### src/rtl/pmcm_pkg.sv
package pmcm_pkg;

	// ****************************************************************
	// Power modes and clock source selections
	// ****************************************************************

	typedef enum logic [2:0] {
		PMCM_ACTIVE = 3'h0,
		PMCM_IDLE = 3'h1,
		PMCM_STANDBY = 3'h2,
		PMCM_SHUTDOWN = 3'h3,
		PMCM_RESET_HELD = 3'h4
	} pmcm_mode_e;

	typedef enum logic [1:0] {
		PMCM_REQ_NONE = 2'h0,
		PMCM_REQ_IDLE = 2'h1,
		PMCM_REQ_STANDBY = 2'h2,
		PMCM_REQ_SHUTDOWN = 2'h3
	} pmcm_req_e;

	typedef enum logic [1:0] {
		PMCM_RET_NONE = 2'h0,
		PMCM_RET_PARTIAL = 2'h1,
		PMCM_RET_FULL = 2'h2
	} pmcm_ret_e;

	localparam logic [1:0] PMCM_LF_RC = 2'h0;
	localparam logic [1:0] PMCM_LF_XTAL = 2'h1;
	localparam logic [1:0] PMCM_LF_PIN = 2'h2;

	// ****************************************************************
	// Reset cause field positions and reset values
	// ****************************************************************

	localparam int PMCM_CAUSE_W = 3;
	localparam int PMCM_CAUSE_POR_BIT = 0;
	localparam int PMCM_CAUSE_PIN_BIT = 1;
	localparam int PMCM_CAUSE_WAKE_BIT = 2;
	localparam logic [2:0] PMCM_CAUSE_RST = 3'h1;
	localparam int PMCM_GPIO_W = 8;
	localparam logic [7:0] PMCM_GPIO_RST = 8'h00;

	// ****************************************************************
	// Watchdog timing
	// ****************************************************************

	localparam int PMCM_CLK_HZ = 10000000;
	localparam int PMCM_WDT_W = 16;
	localparam logic [15:0] PMCM_WDT_RST = 16'h0000;

endpackage : pmcm_pkg

### src/rtl/pmcm_top.sv
`timescale 1ns/100ps

// Functional notes
// - Active clocks the processor and enabled peripherals from the selected source.
// - Idle gates processor and memory clocks, peripherals keep running.
// - Any interrupt returns Idle to Active.
// - Standby keeps always-on and co-processor domains; pin, timer or co-processor wake.
// - Standby wake keeps retained configuration; processor resumes where it stopped.
// - All I/O pins are latched while in Standby.
// - Shutdown powers everything off and holds pins at pre-entry values.
// - Shutdown wake-pin level change wakes device as a reset.
// - Reset cause register separates wake-pin, reset-pin and power-on resets.
// - Only latched pins and program memory survive Shutdown.
// - Retention is full in Active/Idle, partial in Standby, none otherwise.
// - Main clock from crystal or RC in Active/Idle, stopped elsewhere.
// - Medium clock runs Active/Idle, available Standby, off otherwise.
// - Low clock runs Active/Idle/Standby, off in Shutdown or reset.
// - Reset pin wakes the device from every mode.
// - Radio allowed only with main clock from the crystal.
// - Medium clock always sourced from its RC oscillator.
// - Low clock source choices are RC, crystal or pin input.
// - Low clock may be routed out when sourced from crystal or RC.
// - Watchdog pauses in Standby and resumes on return.

module pmcm_top (
	// Clock and power-on reset
	input wire logic clk_in,
	input wire logic rst_n_in,
	// External pins
	input wire logic reset_pin_n_in,
	input wire logic [7:0] gpio_in,
	input wire logic [7:0] gpio_wake_en_in,
	// Wake events
	input wire logic irq_in,
	input wire logic pin_wake_in,
	input wire logic rtc_event_in,
	input wire logic coproc_event_in,
	// Software control
	input wire logic sleep_req_in,
	input wire logic [1:0] sleep_mode_in,
	input wire logic hf_xtal_sel_in,
	input wire logic [1:0] lf_src_sel_in,
	input wire logic lf_out_en_in,
	input wire logic radio_req_in,
	input wire logic wdt_en_in,
	input wire logic cause_clr_in,
	// Clock gates and enables
	output logic cpu_clk_en_out,
	output logic mem_clk_en_out,
	output logic periph_clk_en_out,
	output logic main_system_clock_en_out,
	output logic hf_crystal_oscillator_en_out,
	output logic hf_rc_oscillator_en_out,
	output logic medium_speed_clock_en_out,
	output logic mf_rc_oscillator_en_out,
	output logic low_frequency_clock_en_out,
	output logic [1:0] lf_src_out,
	output logic lf_clk_out_en_out,
	output logic radio_en_out,
	// Power domains
	output logic always_on_domain_on_out,
	output logic coproc_on_out,
	output logic periph_pwr_on_out,
	output logic [1:0] retention_out,
	output logic cpu_resume_out,
	output logic sys_reset_out,
	// Pins and status
	output logic gpio_latch_out,
	output logic [7:0] gpio_hold_out,
	output logic [2:0] mode_out,
	output logic [2:0] reset_cause_out,
	output logic [15:0] watchdog_counter_out
);

	// ****************************************************************
	// Input synchronisation
	// ****************************************************************

	logic [12:0] sync_raw;
	logic [12:0] sync_val;
	logic rst_pin_s;
	logic irq_s;
	logic pin_wake_s;
	logic rtc_s;
	logic cop_s;
	logic [7:0] gpio_s;

	assign sync_raw = {~reset_pin_n_in, irq_in, pin_wake_in, rtc_in_w(rtc_event_in), coproc_event_in,
		gpio_in[0], gpio_in[1], gpio_in[2], gpio_in[3], gpio_in[4], gpio_in[5], gpio_in[6], gpio_in[7]};

	function automatic logic rtc_in_w(input logic v);
		rtc_in_w = v;
	endfunction : rtc_in_w

	pmcm_sync #(
		.WIDTH(13)
	) u_sync (
		.clk_in(clk_in),
		.rst_n_in(rst_n_in),
		.async_in(sync_raw),
		.sync_out(sync_val)
	);

	assign rst_pin_s = sync_val[12];
	assign irq_s = sync_val[11];
	assign pin_wake_s = sync_val[10];
	assign rtc_s = sync_val[9];
	assign cop_s = sync_val[8];
	genvar gi;
	generate
		for (gi = 0; gi < 8; gi++) begin : g_gpio
			assign gpio_s[gi] = sync_val[7 - gi];
		end
	endgenerate

	// ****************************************************************
	// Mode state machine
	// ****************************************************************

	pmcm_pkg::pmcm_mode_e mode_ff;
	pmcm_pkg::pmcm_mode_e nxt_mode;
	logic [1:0] target_ff;
	logic [7:0] hold_ff;
	logic [7:0] nxt_hold;
	logic [7:0] wake_ref_ff;
	logic [2:0] cause_ff;
	logic [2:0] nxt_cause;
	logic resume_ff;
	logic started_ff;
	logic in_active;
	logic in_idle;
	logic in_stby;
	logic in_shut;
	logic in_rst;
	logic run_mode;
	logic shut_wake;
	logic stby_wake;

	function automatic logic is_mode(input pmcm_pkg::pmcm_mode_e m, input pmcm_pkg::pmcm_mode_e q);
		is_mode = (m == q);
	endfunction : is_mode

	assign in_active = is_mode(mode_ff, pmcm_pkg::PMCM_ACTIVE);
	assign in_idle = is_mode(mode_ff, pmcm_pkg::PMCM_IDLE);
	assign in_stby = is_mode(mode_ff, pmcm_pkg::PMCM_STANDBY);
	assign in_shut = is_mode(mode_ff, pmcm_pkg::PMCM_SHUTDOWN);
	assign in_rst = is_mode(mode_ff, pmcm_pkg::PMCM_RESET_HELD);
	assign run_mode = in_active | in_idle;
	// A wake pin that leaves its latched level restarts the device.
	assign shut_wake = |((gpio_s ^ wake_ref_ff) & gpio_wake_en_in);
	assign stby_wake = pin_wake_s | rtc_s | cop_s;

	always_comb begin
		nxt_mode = mode_ff;
		unique case (mode_ff)
			pmcm_pkg::PMCM_ACTIVE: begin
				if (sleep_req_in) begin
					unique case (target_ff)
						pmcm_pkg::PMCM_REQ_IDLE: nxt_mode = pmcm_pkg::PMCM_IDLE;
						pmcm_pkg::PMCM_REQ_STANDBY: nxt_mode = pmcm_pkg::PMCM_STANDBY;
						pmcm_pkg::PMCM_REQ_SHUTDOWN: nxt_mode = pmcm_pkg::PMCM_SHUTDOWN;
						pmcm_pkg::PMCM_REQ_NONE: nxt_mode = pmcm_pkg::PMCM_ACTIVE;
					endcase
				end
			end
			pmcm_pkg::PMCM_IDLE: begin
				if (irq_s) begin
					nxt_mode = pmcm_pkg::PMCM_ACTIVE;
				end
			end
			pmcm_pkg::PMCM_STANDBY: begin
				if (stby_wake) begin
					nxt_mode = pmcm_pkg::PMCM_ACTIVE;
				end
			end
			pmcm_pkg::PMCM_SHUTDOWN: begin
				if (shut_wake) begin
					nxt_mode = pmcm_pkg::PMCM_RESET_HELD;
				end
			end
			pmcm_pkg::PMCM_RESET_HELD: begin
				if (!rst_pin_s) begin
					nxt_mode = pmcm_pkg::PMCM_ACTIVE;
				end
			end
			default: nxt_mode = pmcm_pkg::PMCM_RESET_HELD;
		endcase
		if (rst_pin_s) begin
			nxt_mode = pmcm_pkg::PMCM_RESET_HELD;
		end
	end

	// The pins are frozen on the cycle a running mode passes to Standby or Shutdown.
	assign nxt_hold = (run_mode && (nxt_mode == pmcm_pkg::PMCM_STANDBY ||
		nxt_mode == pmcm_pkg::PMCM_SHUTDOWN)) ? gpio_s : hold_ff;

	always_comb begin
		nxt_cause = cause_ff;
		if (cause_clr_in) begin
			nxt_cause = '0;
		end
		// A new cause wins over a software clear in the same cycle.
		if (in_shut && shut_wake && !rst_pin_s) begin
			nxt_cause = 3'h4;
		end
		if (rst_pin_s && !in_rst) begin
			nxt_cause = 3'h2;
		end
	end

	always_ff @(posedge clk_in or negedge rst_n_in) begin
		if (!rst_n_in) begin
			mode_ff <= pmcm_pkg::PMCM_RESET_HELD;
			started_ff <= 1'b0;
		end else begin
			mode_ff <= started_ff ? nxt_mode : pmcm_pkg::PMCM_ACTIVE;
			started_ff <= 1'b1;
		end
	end

	always_ff @(posedge clk_in or negedge rst_n_in) begin
		if (!rst_n_in) begin
			target_ff <= pmcm_pkg::PMCM_REQ_NONE;
		end else if (in_shut || in_rst) begin
			target_ff <= pmcm_pkg::PMCM_REQ_NONE;
		end else if (in_active && !sleep_req_in) begin
			target_ff <= sleep_mode_in;
		end
	end

	always_ff @(posedge clk_in or negedge rst_n_in) begin
		if (!rst_n_in) begin
			hold_ff <= pmcm_pkg::PMCM_GPIO_RST;
			wake_ref_ff <= pmcm_pkg::PMCM_GPIO_RST;
			cause_ff <= pmcm_pkg::PMCM_CAUSE_RST;
		end else begin
			hold_ff <= nxt_hold;
			wake_ref_ff <= in_shut ? wake_ref_ff : gpio_s;
			cause_ff <= nxt_cause;
		end
	end

	always_ff @(posedge clk_in or negedge rst_n_in) begin
		if (!rst_n_in) begin
			resume_ff <= 1'b0;
		end else begin
			resume_ff <= in_stby && nxt_mode == pmcm_pkg::PMCM_ACTIVE;
		end
	end

	// ****************************************************************
	// Watchdog counter
	// ****************************************************************

	logic [15:0] wdt_ff;

	always_ff @(posedge clk_in or negedge rst_n_in) begin
		if (!rst_n_in) begin
			wdt_ff <= pmcm_pkg::PMCM_WDT_RST;
		end else if (in_shut || in_rst) begin
			wdt_ff <= pmcm_pkg::PMCM_WDT_RST;
		end else if (run_mode && wdt_en_in) begin
			wdt_ff <= wdt_ff + 16'h0001;
		end
	end

	// ****************************************************************
	// Clock and power outputs
	// ****************************************************************

	logic lf_valid;

	assign lf_valid = lf_src_sel_in != 2'h3;
	assign cpu_clk_en_out = in_active;
	assign mem_clk_en_out = in_active;
	assign periph_clk_en_out = run_mode;
	assign main_system_clock_en_out = run_mode;
	assign hf_crystal_oscillator_en_out = run_mode & hf_xtal_sel_in;
	assign hf_rc_oscillator_en_out = run_mode & ~hf_xtal_sel_in;
	assign medium_speed_clock_en_out = run_mode | in_stby;
	assign mf_rc_oscillator_en_out = run_mode | in_stby;
	assign low_frequency_clock_en_out = run_mode | in_stby;
	assign lf_src_out = lf_valid ? lf_src_sel_in : pmcm_pkg::PMCM_LF_RC;
	assign lf_clk_out_en_out = low_frequency_clock_en_out & lf_out_en_in &
		(lf_src_out != pmcm_pkg::PMCM_LF_PIN);
	assign radio_en_out = run_mode & hf_xtal_sel_in & radio_req_in;
	assign always_on_domain_on_out = run_mode | in_stby;
	assign coproc_on_out = run_mode | in_stby;
	assign periph_pwr_on_out = run_mode;
	assign retention_out = run_mode ? pmcm_pkg::PMCM_RET_FULL :
		(in_stby ? pmcm_pkg::PMCM_RET_PARTIAL : pmcm_pkg::PMCM_RET_NONE);
	assign cpu_resume_out = resume_ff;
	assign sys_reset_out = in_rst | in_shut;
	assign gpio_latch_out = in_stby | in_shut;
	assign gpio_hold_out = hold_ff;
	assign mode_out = mode_ff;
	assign reset_cause_out = cause_ff;
	assign watchdog_counter_out = wdt_ff;
endmodule : pmcm_top

### src/rtl/pmcm_sync.sv
`timescale 1ns/100ps

// ****************************************************************
// Two flip-flop synchroniser for a bus of independent levels
// ****************************************************************

module pmcm_sync #(
	parameter int WIDTH = 1
) (
	// Clock and reset
	input wire logic clk_in,
	input wire logic rst_n_in,
	// Levels
	input wire logic [WIDTH-1:0] async_in,
	output logic [WIDTH-1:0] sync_out
);

	logic [WIDTH-1:0] meta_ff;
	logic [WIDTH-1:0] sync_ff;

	always_ff @(posedge clk_in or negedge rst_n_in) begin
		if (!rst_n_in) begin
			meta_ff <= '0;
			sync_ff <= '0;
		end else begin
			meta_ff <= async_in;
			sync_ff <= meta_ff;
		end
	end

	assign sync_out = sync_ff;

endmodule : pmcm_sync

### config.mk
export PLATFORM = sky130hd
export DESIGN_NAME = pmcm_top
export DESIGN_NICKNAME = d
export VERILOG_FILES = /design/src/rtl/pmcm_pkg.sv /design/src/rtl/pmcm_top.sv /design/src/rtl/pmcm_sync.sv
export SDC_FILE = /design/constraint.sdc
export NUM_CORES = 1
export LEC_CHECK = 0
export ABC_AREA = 1
export BUFFER_PORTS_ARGS = -buffer_cell sky130_fd_sc_hd__buf_2
export CAP_MARGIN = 20
export CORE_ASPECT_RATIO = 2
export CORE_MARGIN = 5
export CORE_UTILIZATION = 40
export DETAILED_ROUTE_END_ITERATION = 8
export PLACE_DENSITY = 0.76
export SLEW_MARGIN = 20
export SYNTH_ARGS = -nofsm -noshare
export SYNTH_HDL_FRONTEND = slang
export SYNTH_SLANG_ARGS = --single-unit
### constraint.sdc
create_clock -name clk_in -period 1.4 [get_ports clk_in]
set_clock_uncertainty 0.15 [all_clocks]
set_input_delay 0.28 -clock clk_in [delete_from_list [all_inputs] [get_ports clk_in]]
set_output_delay 0.28 -clock clk_in [all_outputs]
set_load 0.02 [all_outputs]
Word-level counts from Yosys, hierarchy flattened --
Cells that the tools add are included.
Cells by class: reduce and logical (&&, ||, !) cells 19, muxes and demuxes 18, add/sub/neg operators 1, equal/unequal tests 11, bitwise gates (word level) 15
Operators by type and width (count):
- 2-to-1 mux 16 bit | 2
- 2-to-1 mux 3 bit | 9
- adder 16 x 1 -> 16 bit, second input constant | 1
- case mux 3 bit (5 select lines) | 1
- == test 3 x 2 -> 1 bit, second input constant | 4
- case mux 3 bit (4 select lines) | 1
- bitwise AND 8 bit | 1
- 2-to-1 mux 2 bit | 4
- OR reduction 8 bit | 1
- bitwise XOR 8 bit | 1
- logical AND 1 bit | 7
- logical NOT 3 bit | 2
- bitwise OR 1 bit | 6
- bitwise AND 1 bit | 5
- == test 2 bit, second input constant | 2
- != test 2 bit, second input constant | 2
- nonzero test 2 bit | 2
- == test 3 x 1 -> 1 bit, second input constant | 1
- == test 3 bit, second input constant | 1
- logical NOT 1 bit | 3
- nonzero test 3 bit | 1
- == test 2 x 1 -> 1 bit, second input constant | 1
- logical NOT 2 bit | 1
- logical OR 1 bit | 2
- 2 further kinds | 3
Storage, ports and cells: logic and storage cells 74, bits of input ports 33, output and inout port bits 51, flip-flop bits (word level) 68

Logic depth before layout (Yosys ltp) --
Gate-level depths: netlist of the first run.
depth after elaboration 9, mapped depth 10, mapped depth without buffers 10

Modules after synthesis --
From an unflattened synthesis of the first run, not the netlist that was laid out.
Second synthesis, totals: cells, all modules 337, area total of the unflattened synthesis 3024.2 µm²
By module, submodules not included:
- pmcm_top | cells an instance 311, times used 1, area an instance 2373.5 µm²
- pmcm_sync | cells an instance 26, times used 1, area an instance 650.6 µm²

Worst setup path before layout of the first run --
Ideal clock, no wire load.
path kind reg2out, start point reg mode_ff[1], in the netlist mode_out[1], end point out lf_clk_out_en_out, path slack -0.649 ns, cell stages (with the launch flop) 7, arrival 1.619 ns, buffers on the path 0, cell sequence dfrtp_1 -> inv_1 -> nor2_2 -> nand2_1 -> nand2_1 -> nand2_1 -> nor2_1
Between the ends: longest elaborated chain between the ends 5, elaborated cells on any way between the ends 7, classes of those cells eq/ne (2); bitwise (4); reduce/logical (1)
RTL lines:
- from (decl) | RTL line pmcm_top.sv:120 | pmcm_pkg::pmcm_mode_e mode_ff;
- from (signal assigned) | RTL line pmcm_top.sv:213 | mode_ff <= pmcm_pkg::PMCM_RESET_HELD;
- from (signal assigned) | RTL line pmcm_top.sv:216 | mode_ff <= started_ff ? nxt_mode : pmcm_pkg::PMCM_ACTIVE;
- == test 3 x 1 -> 1 bit / logical NOT 3 bit (equally long branches) | RTL line pmcm_top.sv:140 | is_mode = (m == q);
- bitwise OR 1 bit | RTL line pmcm_top.sv:148 | assign run_mode = in_active | in_idle;
- bitwise OR 1 bit (*)
- via always_on_domain_on_out | RTL line pmcm_top.sv:61 | output logic always_on_domain_on_out,
- bitwise AND 1 bit (*) (2 in series) | RTL line pmcm_top.sv:284 | assign lf_clk_out_en_out = low_frequency_clock_en_out & lf_out_en_in &
- to (decl) | RTL line pmcm_top.sv:58 | output logic lf_clk_out_en_out,
The timed path passes the listed nets; every way through them passes the cells marked *.

Final worst setup path of the first run --
start point reg mode_ff[2], in the netlist mode_out[2], end point out sys_reset_out
Between the ends: longest elaborated chain between the ends 2, elaborated cells on any way between the ends 3, classes of those cells eq/ne (2); bitwise (1)
RTL lines:
- == test 3 bit / == test 3 x 2 -> 1 bit (equally long branches) | RTL line pmcm_top.sv:140
- bitwise OR 1 bit (*) | RTL line pmcm_top.sv:293 | assign sys_reset_out = in_rst | in_shut;
- to (decl) | RTL line pmcm_top.sv:66 | output logic sys_reset_out,
Mark *: on every way between the ends. The rest lies on a longest branch, timed or not.

==> flow_summary.json, run 1 <==
{
  "outcome": "finished with violations",
  "violations": "setup timing",
  "die_area_mm2": 0.00926,
  "initial_core_util": 0.407,
  "fin_area_mm2": 0.00499,
  "path_class": "reg -> out",
  "clockRootBuffer": "clkbuf_16",
  "grt_overflow": 0,
  "worst_r2r_startpoint": "mode_out[1]",
  "final_common_cell": "nand2_1",
  "wl_met1_mm": 2.89,
  "synth_warnings": 0,
  "gp_congestion": 0.865,
  "vdd_drop_max_v": 0.00111,
  "wirelength_mm": 8.57,
  "maxCapViolations": 0,
  "wl_met3_um": 504,
  "finalSetupTns_ps": -17380,
  "worstPathMaxFanout": 3,
  "setup.worst_path.start_class": "flop",
  "met2RoutedLength_mm": 4.83,
  "num_rows": 44,
  "syn_avg_cell_area_um2": 9.26,
  "min_from": "sleep_mode_in[1]",
  "layout_common_cells": "nand2_1 (64), dfrtp_1 (62), buf_2 (57)",
  "powerDensity_mw_per_mm2": 1120,
  "rsz0062_at_grt": "yes",
  "power.leakage_nw": 2.57,
  "routedWlPerCell_um": 14.5,
  "arrival_ps": 1390,
  "nNetsFinal": 528,
  "syn_inst": 317,
  "drcViolationCount": 0,
  "io_buffers": 83,
  "syn_to_final_growth_pct": 70.1,
  "period_minus_slack_ps": 1820,
  "synth_nets": 351,
  "final.period_utilization": 1.30,
  "vias": 2847,
  "grt_pass1_vias": 2938,
  "dp_hpwl_mm": 5.16,
  "power.total_mw": 5.57,
  "crit_start": "mode_out[2]",
  "cts.sinks": 68,
  "synth-seq-cells": 68,
  "cts_max_level": 3,
  "pin_count": 84,
  "cp-end-kind": "primary output",
  "setup_violations": 70,
  "grt_max_degree": 69,
  "grt_pass1_wl_mm": 13.2,
  "clock_latency_ps": 330,
  "whs_ps": 23.6,
  "yosysSeqAreaShare": 0.581,
  "ant_nets": 0,
  "design.core.area_mm2": 0.00721,
  "synth_top_area_share": 0.563,
  "drv_slew": 0,
  "critPathRequiredTime_ps": 970,
  "grt_usage": 0.180,
  "drt_iter0_markers": 87,
  "die_x_um": 70.6,
  "hp-class": "in -> reg",
  "worst_setup_hold_path_clk_slew_ps": 50,
  "antenna_found_initial": 0,
  "post_dp_cell_area_mm2": 0.00383,
  "viasPerCell": 4.82,
  "top_layer": "met4",
  "firstDrtPassIters": 5,
  "setup_ws_ps": -422,
  "diodes": 0,
  "yosysUniqueCellTypes": 38,
  "synth_top_area_cell": "dfrtp_1",
  "die_h_um": 131,
  "maxClockFrequency_ghz": 0.549,
  "cts_tree": "yes",
  "n_fill_cell": 510,
  "clk_path_buf_depth": 2,
  "hold_viol": 0,
  "syn_area_mm2": 0.00294,
  "numCtsBuffers": 9,
  "ys_top_cells_by_area": "dfrtp_1 (56%), nand2_1 (9.2%), inv_1 (5.0%), nor2_1 (4.0%), nand3_1 (3.4%)",
  "drive_gt1_frac": 0.513
}
## worst paths after layout
kind	endpoint	slack [ps]	cells after the start
max in group asynchronous	reset_cause_out[0]	420	3
min in group asynchronous	u_sync.meta_ff[2]	360	3
worst max-delay path	sys_reset_out	-420	5
worst max register to register	watchdog_counter_out[8]	-400	10
worst min register to register	u_sync.sync_out[12]	190	0
worst min-delay path	target_ff[1]	20	3
## critical path, cell delays in order, from the launching register on
cell	delay (ps)
dfstp_2	590
nor2_4	50
buf_4	130
nand2_4	90
nand2_8	60
buf_6	130
## routing by layer
layer / track usage / vias to the layer above
met5: 0 / -
met1: 0.179 / 1339
met4: 0.124 / 0
li1: - / 1359
met3: 0.0474 / 33
met2: 0.316 / 116
## final cells by class
class,count,area [um2],share of cell area
sequential,68,1710,0.342
timing repair buffer,177,1460,0.293
multi-input combinational,192,1240,0.248
clock buffer,14,254,0.0509
inverter,45,194,0.0388
tap,92,115,0.0231
clock inverter,2,10.0,0.00201
timing repair inverter,1,7.51,0.00150
## what timing repair did
action | CTS | global route
resized for setup | 99 | 44
endpoints found under the hold margin | 80 | 0
endpoints found under the setup margin | 69 | 73
hold buffers | 15 | 0
pin swaps | 23 | 11
gates cloned | 1 | 1
setup buffers | 23 | 14
## power breakdown
group | switching [mW] | internal (mW)
Clock | 0.763 | 1.24
Combinational | 0.687 | 0.613
Sequential | 0.120 | 2.15
## flip-flops by register name, indices dropped and copies added, names as in the netlist
| register | count |
|---|---|
| target_ff | 2 |
| gpio_hold_out | 8 |
| u_sync.sync_out | 13 |
| cpu_resume_out | 1 |
| watchdog_counter_out | 16 |
| u_sync.meta_ff | 13 |
| reset_cause_out | 3 |
| mode_out | 3 |
| started_ff | 1 |
| wake_ref_ff | 8 |
## cells by family (layout without fill, tap and decap cells)
| kind of cell | Yosys count | in the layout | synth area share |
|---|---|---|---|
| other | 1 | 1 | 0.00128 |
| buffers and inverters | 57 | 239 | 0.0895 |
| AO/OA/AOI/OAI | 35 | 35 | 0.0699 |
| XOR/XNOR | 2 | 2 | 0.00597 |
| adder cells (fa/ha/maj) | 1 | 1 | 0.00426 |
| flip-flops | 68 | 68 | 0.581 |
| AND/OR/NAND/NOR | 153 | 153 | 0.249 |
## cells in the mapped netlist (all sizes together)
cell type	count
dfstp	2
inv	45
nor3	3
nand2	77
a21oi	11
nand3	22
a211o	1
xor2	2
a211oi	1
o31ai	1
ha	1
nor4	1
nor2	37
and3	1
nand4	12
dfrtp	66
clkbuf	1
conb	1
a21boi	2
buf	11
a22o	1
o21a	2
a31oi	3
o21ai	13
## stage by stage
step            util  setup WS (ps)  cells
2_1_floorplan      -           -257    317
3_3_place_gp   0.531           -198    527
3_5_place_dp   0.531           -191    527
4_1_cts        0.660           -431    581
5_1_grt        0.692           -488    591
6_report       0.692           -422    591
Note: power is estimated with default switching activity, not from simulation.
==> run 2, diff against run 1 <==
--- a/config.mk
+++ b/config.mk
@@ -8,11 +8,13 @@
 export ABC_AREA = 1
 export BUFFER_PORTS_ARGS = -buffer_cell sky130_fd_sc_hd__buf_2
 export CAP_MARGIN = 20
+export CELL_PAD_IN_SITES_DETAIL_PLACEMENT = 1
+export CELL_PAD_IN_SITES_GLOBAL_PLACEMENT = 1
 export CORE_ASPECT_RATIO = 2
 export CORE_MARGIN = 5
-export CORE_UTILIZATION = 40
+export CORE_UTILIZATION = 34
 export DETAILED_ROUTE_END_ITERATION = 8
-export PLACE_DENSITY = 0.76
+export PLACE_DENSITY = 0.83
 export SLEW_MARGIN = 20
 export SYNTH_ARGS = -nofsm -noshare
 export SYNTH_HDL_FRONTEND = slang
==> run 2 against run 1 <==
Setup slack worse by 100 ps. Critical endpoint is now watchdog_counter_out[14]. The run still ends with setup timing left. Critical path type is now reg -> reg. Non-clock buffer count up 18. Wire length up 85%. First-iteration DRC count up 63%. Cell count up 4.2%. Largest power group is now the clock network.
==> flow_summary.json, run 2 (synthesis gave the netlist of run 1 again) <==
{
  "intPower_mw": 4.59,
  "antenna_found_initial": 0,
  "wirelength_mm": 15.9,
  "hold_viol": 0,
  "grt_pass1_vias": 3522,
  "instances_no_fill": 616,
  "power.leakage_nw": 2.72,
  "grt_pass1_wl_mm": 20.2,
  "reg2reg_slack_ps": -520,
  "crit_start": "mode_out[2]",
  "dp_cells": 543,
  "layout_common_cells": "buf_4 (64), dfrtp_1 (58), buf_6 (56)",
  "grt_usage": 0.268,
  "design.core.area_mm2": 0.00853,
  "path_cells": "nor2_4 -> buf_6 -> nand2_4 -> nand2_8 -> buf_8 -> nor2_4 -> inv_4 -> nand4_1 -> nand2_1 -> nor2_2",
  "numCtsBuffers": 9,
  "clock_latency_ps": 340,
  "nNetsFinal": 545,
  "maxCapViolations": 0,
  "vias": 3299,
  "netSwitchingFraction": 0.302,
  "setup.worst_path.start_class": "flop",
  "outcome": "finished with violations",
  "num_rows": 48,
  "worst_setup_hold_path_clk_slew_ps": 60,
  "firstDrtPassIters": 4,
  "ant_nets": 0,
  "p_seq_frac": 0.352,
  "routedWlPerCell_um": 25.8,
  "power.total_mw": 6.58,
  "diodes": 0,
  "vdd_drop_max_v": 0.000874,
  "violations": "setup timing",
  "cts_max_level": 3,
  "die_h_um": 141,
  "setup_violations": 71,
  "viasPerCell": 5.36,
  "p_comb_frac": 0.239,
  "maxClockFrequency_ghz": 0.520,
  "clk_path_buf_depth": 2,
  "clockPowerShare": 0.409,
  "slowest_stage": "dfstp_2",
  "path_class": "reg -> reg",
  "syn_to_final_growth_pct": 87.1,
  "n_fill_cell": 901,
  "worst_r2r_startpoint": "mode_out[2]",
  "critPathMaxStageDelay_ps": 640,
  "largest_reg_flops": 16,
  "cts.sinks": 68,
  "arrival_ps": 2040,
  "cts_tree": "yes",
  "critPathRequiredTime_ps": 1520,
  "setup_ws_ps": -522,
  "die_x_um": 75.7,
  "dp_hpwl_mm": 7.03,
  "p_switching_mw": 1.98,
  "drive_gt1_frac": 0.610,
  "worstPathMaxFanout": 5,
  "grt_max_degree": 69,
  "cp-endpoint": "watchdog_counter_out[14]",
  "initial_core_util": 0.344,
  "dp_slack_ps": -296,
  "drcViolationCount": 0,
  "drv_slew": 0,
  "final_common_cell": "buf_4",
  "powerDensity_mw_per_mm2": 1200,
  "die_area_mm2": 0.0107,
  "rr_worst_depth": 10,
  "grt_overflow": 0,
  "final.period_utilization": 1.37,
  "hp-class": "in -> reg",
  "io_buffers": 83,
  "rsz0062_at_grt": "yes",
  "cp_common_cell": "nor2_4",
  "period_minus_slack_ps": 1920,
  "postLayoutCoreUtil": 0.644,
  "drt_iter0_markers": 142,
  "cp-end-kind": "flop",
  "gp_congestion": 0.833,
  "clockRootBuffer": "clkbuf_16",
  "pin_count": 84,
  "reg2reg_to": "watchdog_counter_out[14]"
}
run 2: final cells by class:
type / count / area [um2] / area share
Sequential cell: 68 / 1710 / 0.312
Tap cell: 100 / 125 / 0.0228
Inverter: 45 / 206 / 0.0376
Clock buffer: 10 / 229 / 0.0417
Multi-Input combinational cell: 192 / 1440 / 0.262
Timing Repair Buffer: 195 / 1660 / 0.303
Clock inverter: 6 / 113 / 0.0205
run 2: worst min path at each step:
stage	start	end	slack (ps)	depth (start not counted)
finish	sleep_mode_in[1]	target_ff[1]	60	3
CTS	sleep_mode_in[1]	target_ff[1]	10	3
detailed placement	rst_n_in	u_sync.meta_ff[2]	180	2
global placement	rst_n_in	u_sync.meta_ff[2]	170	2
floorplan	rst_n_in	cpu_resume_out	-170	0
global route	sleep_mode_in[1]	target_ff[1]	60	3
run 2: power groups by stage:
| stage | combinational, mW | sequential, mW | clock (mW) |
|---|---|---|---|
| floorplan | 0.376 | 2.43 | 0 |
| global placement | 0.964 | 2.28 | 0 |
| detailed placement | 1.02 | 2.29 | 0 |
| CTS | 1.30 | 2.28 | 2.66 |
| global route | 1.64 | 2.33 | 2.82 |
| finish | 1.57 | 2.32 | 2.69 |
run 2: routing by layer:
layer,GRT usage,part of all wire
met3,0.0539,0.034
met2,0.487,0.58
met1,0.262,0.31
met4,0.164,0.081
met5,0,0
run 2: what timing repair did:
| item | in CTS | in global routing |
|---|---|---|
| pin swaps | 27 | 27 |
| hold endpoints to repair | 80 | 0 |
| cloned | 1 | 0 |
| buffers inserted | 22 | 30 |
| endpoints found under the setup margin | 72 | 76 |
| hold buffers | 15 | 0 |
| resized for setup | 126 | 101 |
run 2: critical path: cells and delay by family, from the launching register on:
| family | cells | cell delay (ps) |
|---|---|---|
| flip-flops | 1 | 640 |
| buffers and inverters | 3 | 330 |
| AND/OR/NAND/NOR | 7 | 710 |
run 2: stage by stage:
| step | TNS [ps] | hold WS [ps] | area (um2) |
|---|---|---|---|
| 2_1_floorplan | -6860 | -166 | 3020 |
| 3_3_place_gp | -4300 | 174 | 3900 |
| 3_5_place_dp | -6380 | 184 | 3900 |
| 4_1_cts | -17170 | 14.3 | 5030 |
| 5_1_grt | -27160 | 56.1 | 5490 |
| 6_report | -24670 | 56.7 | 5490 |
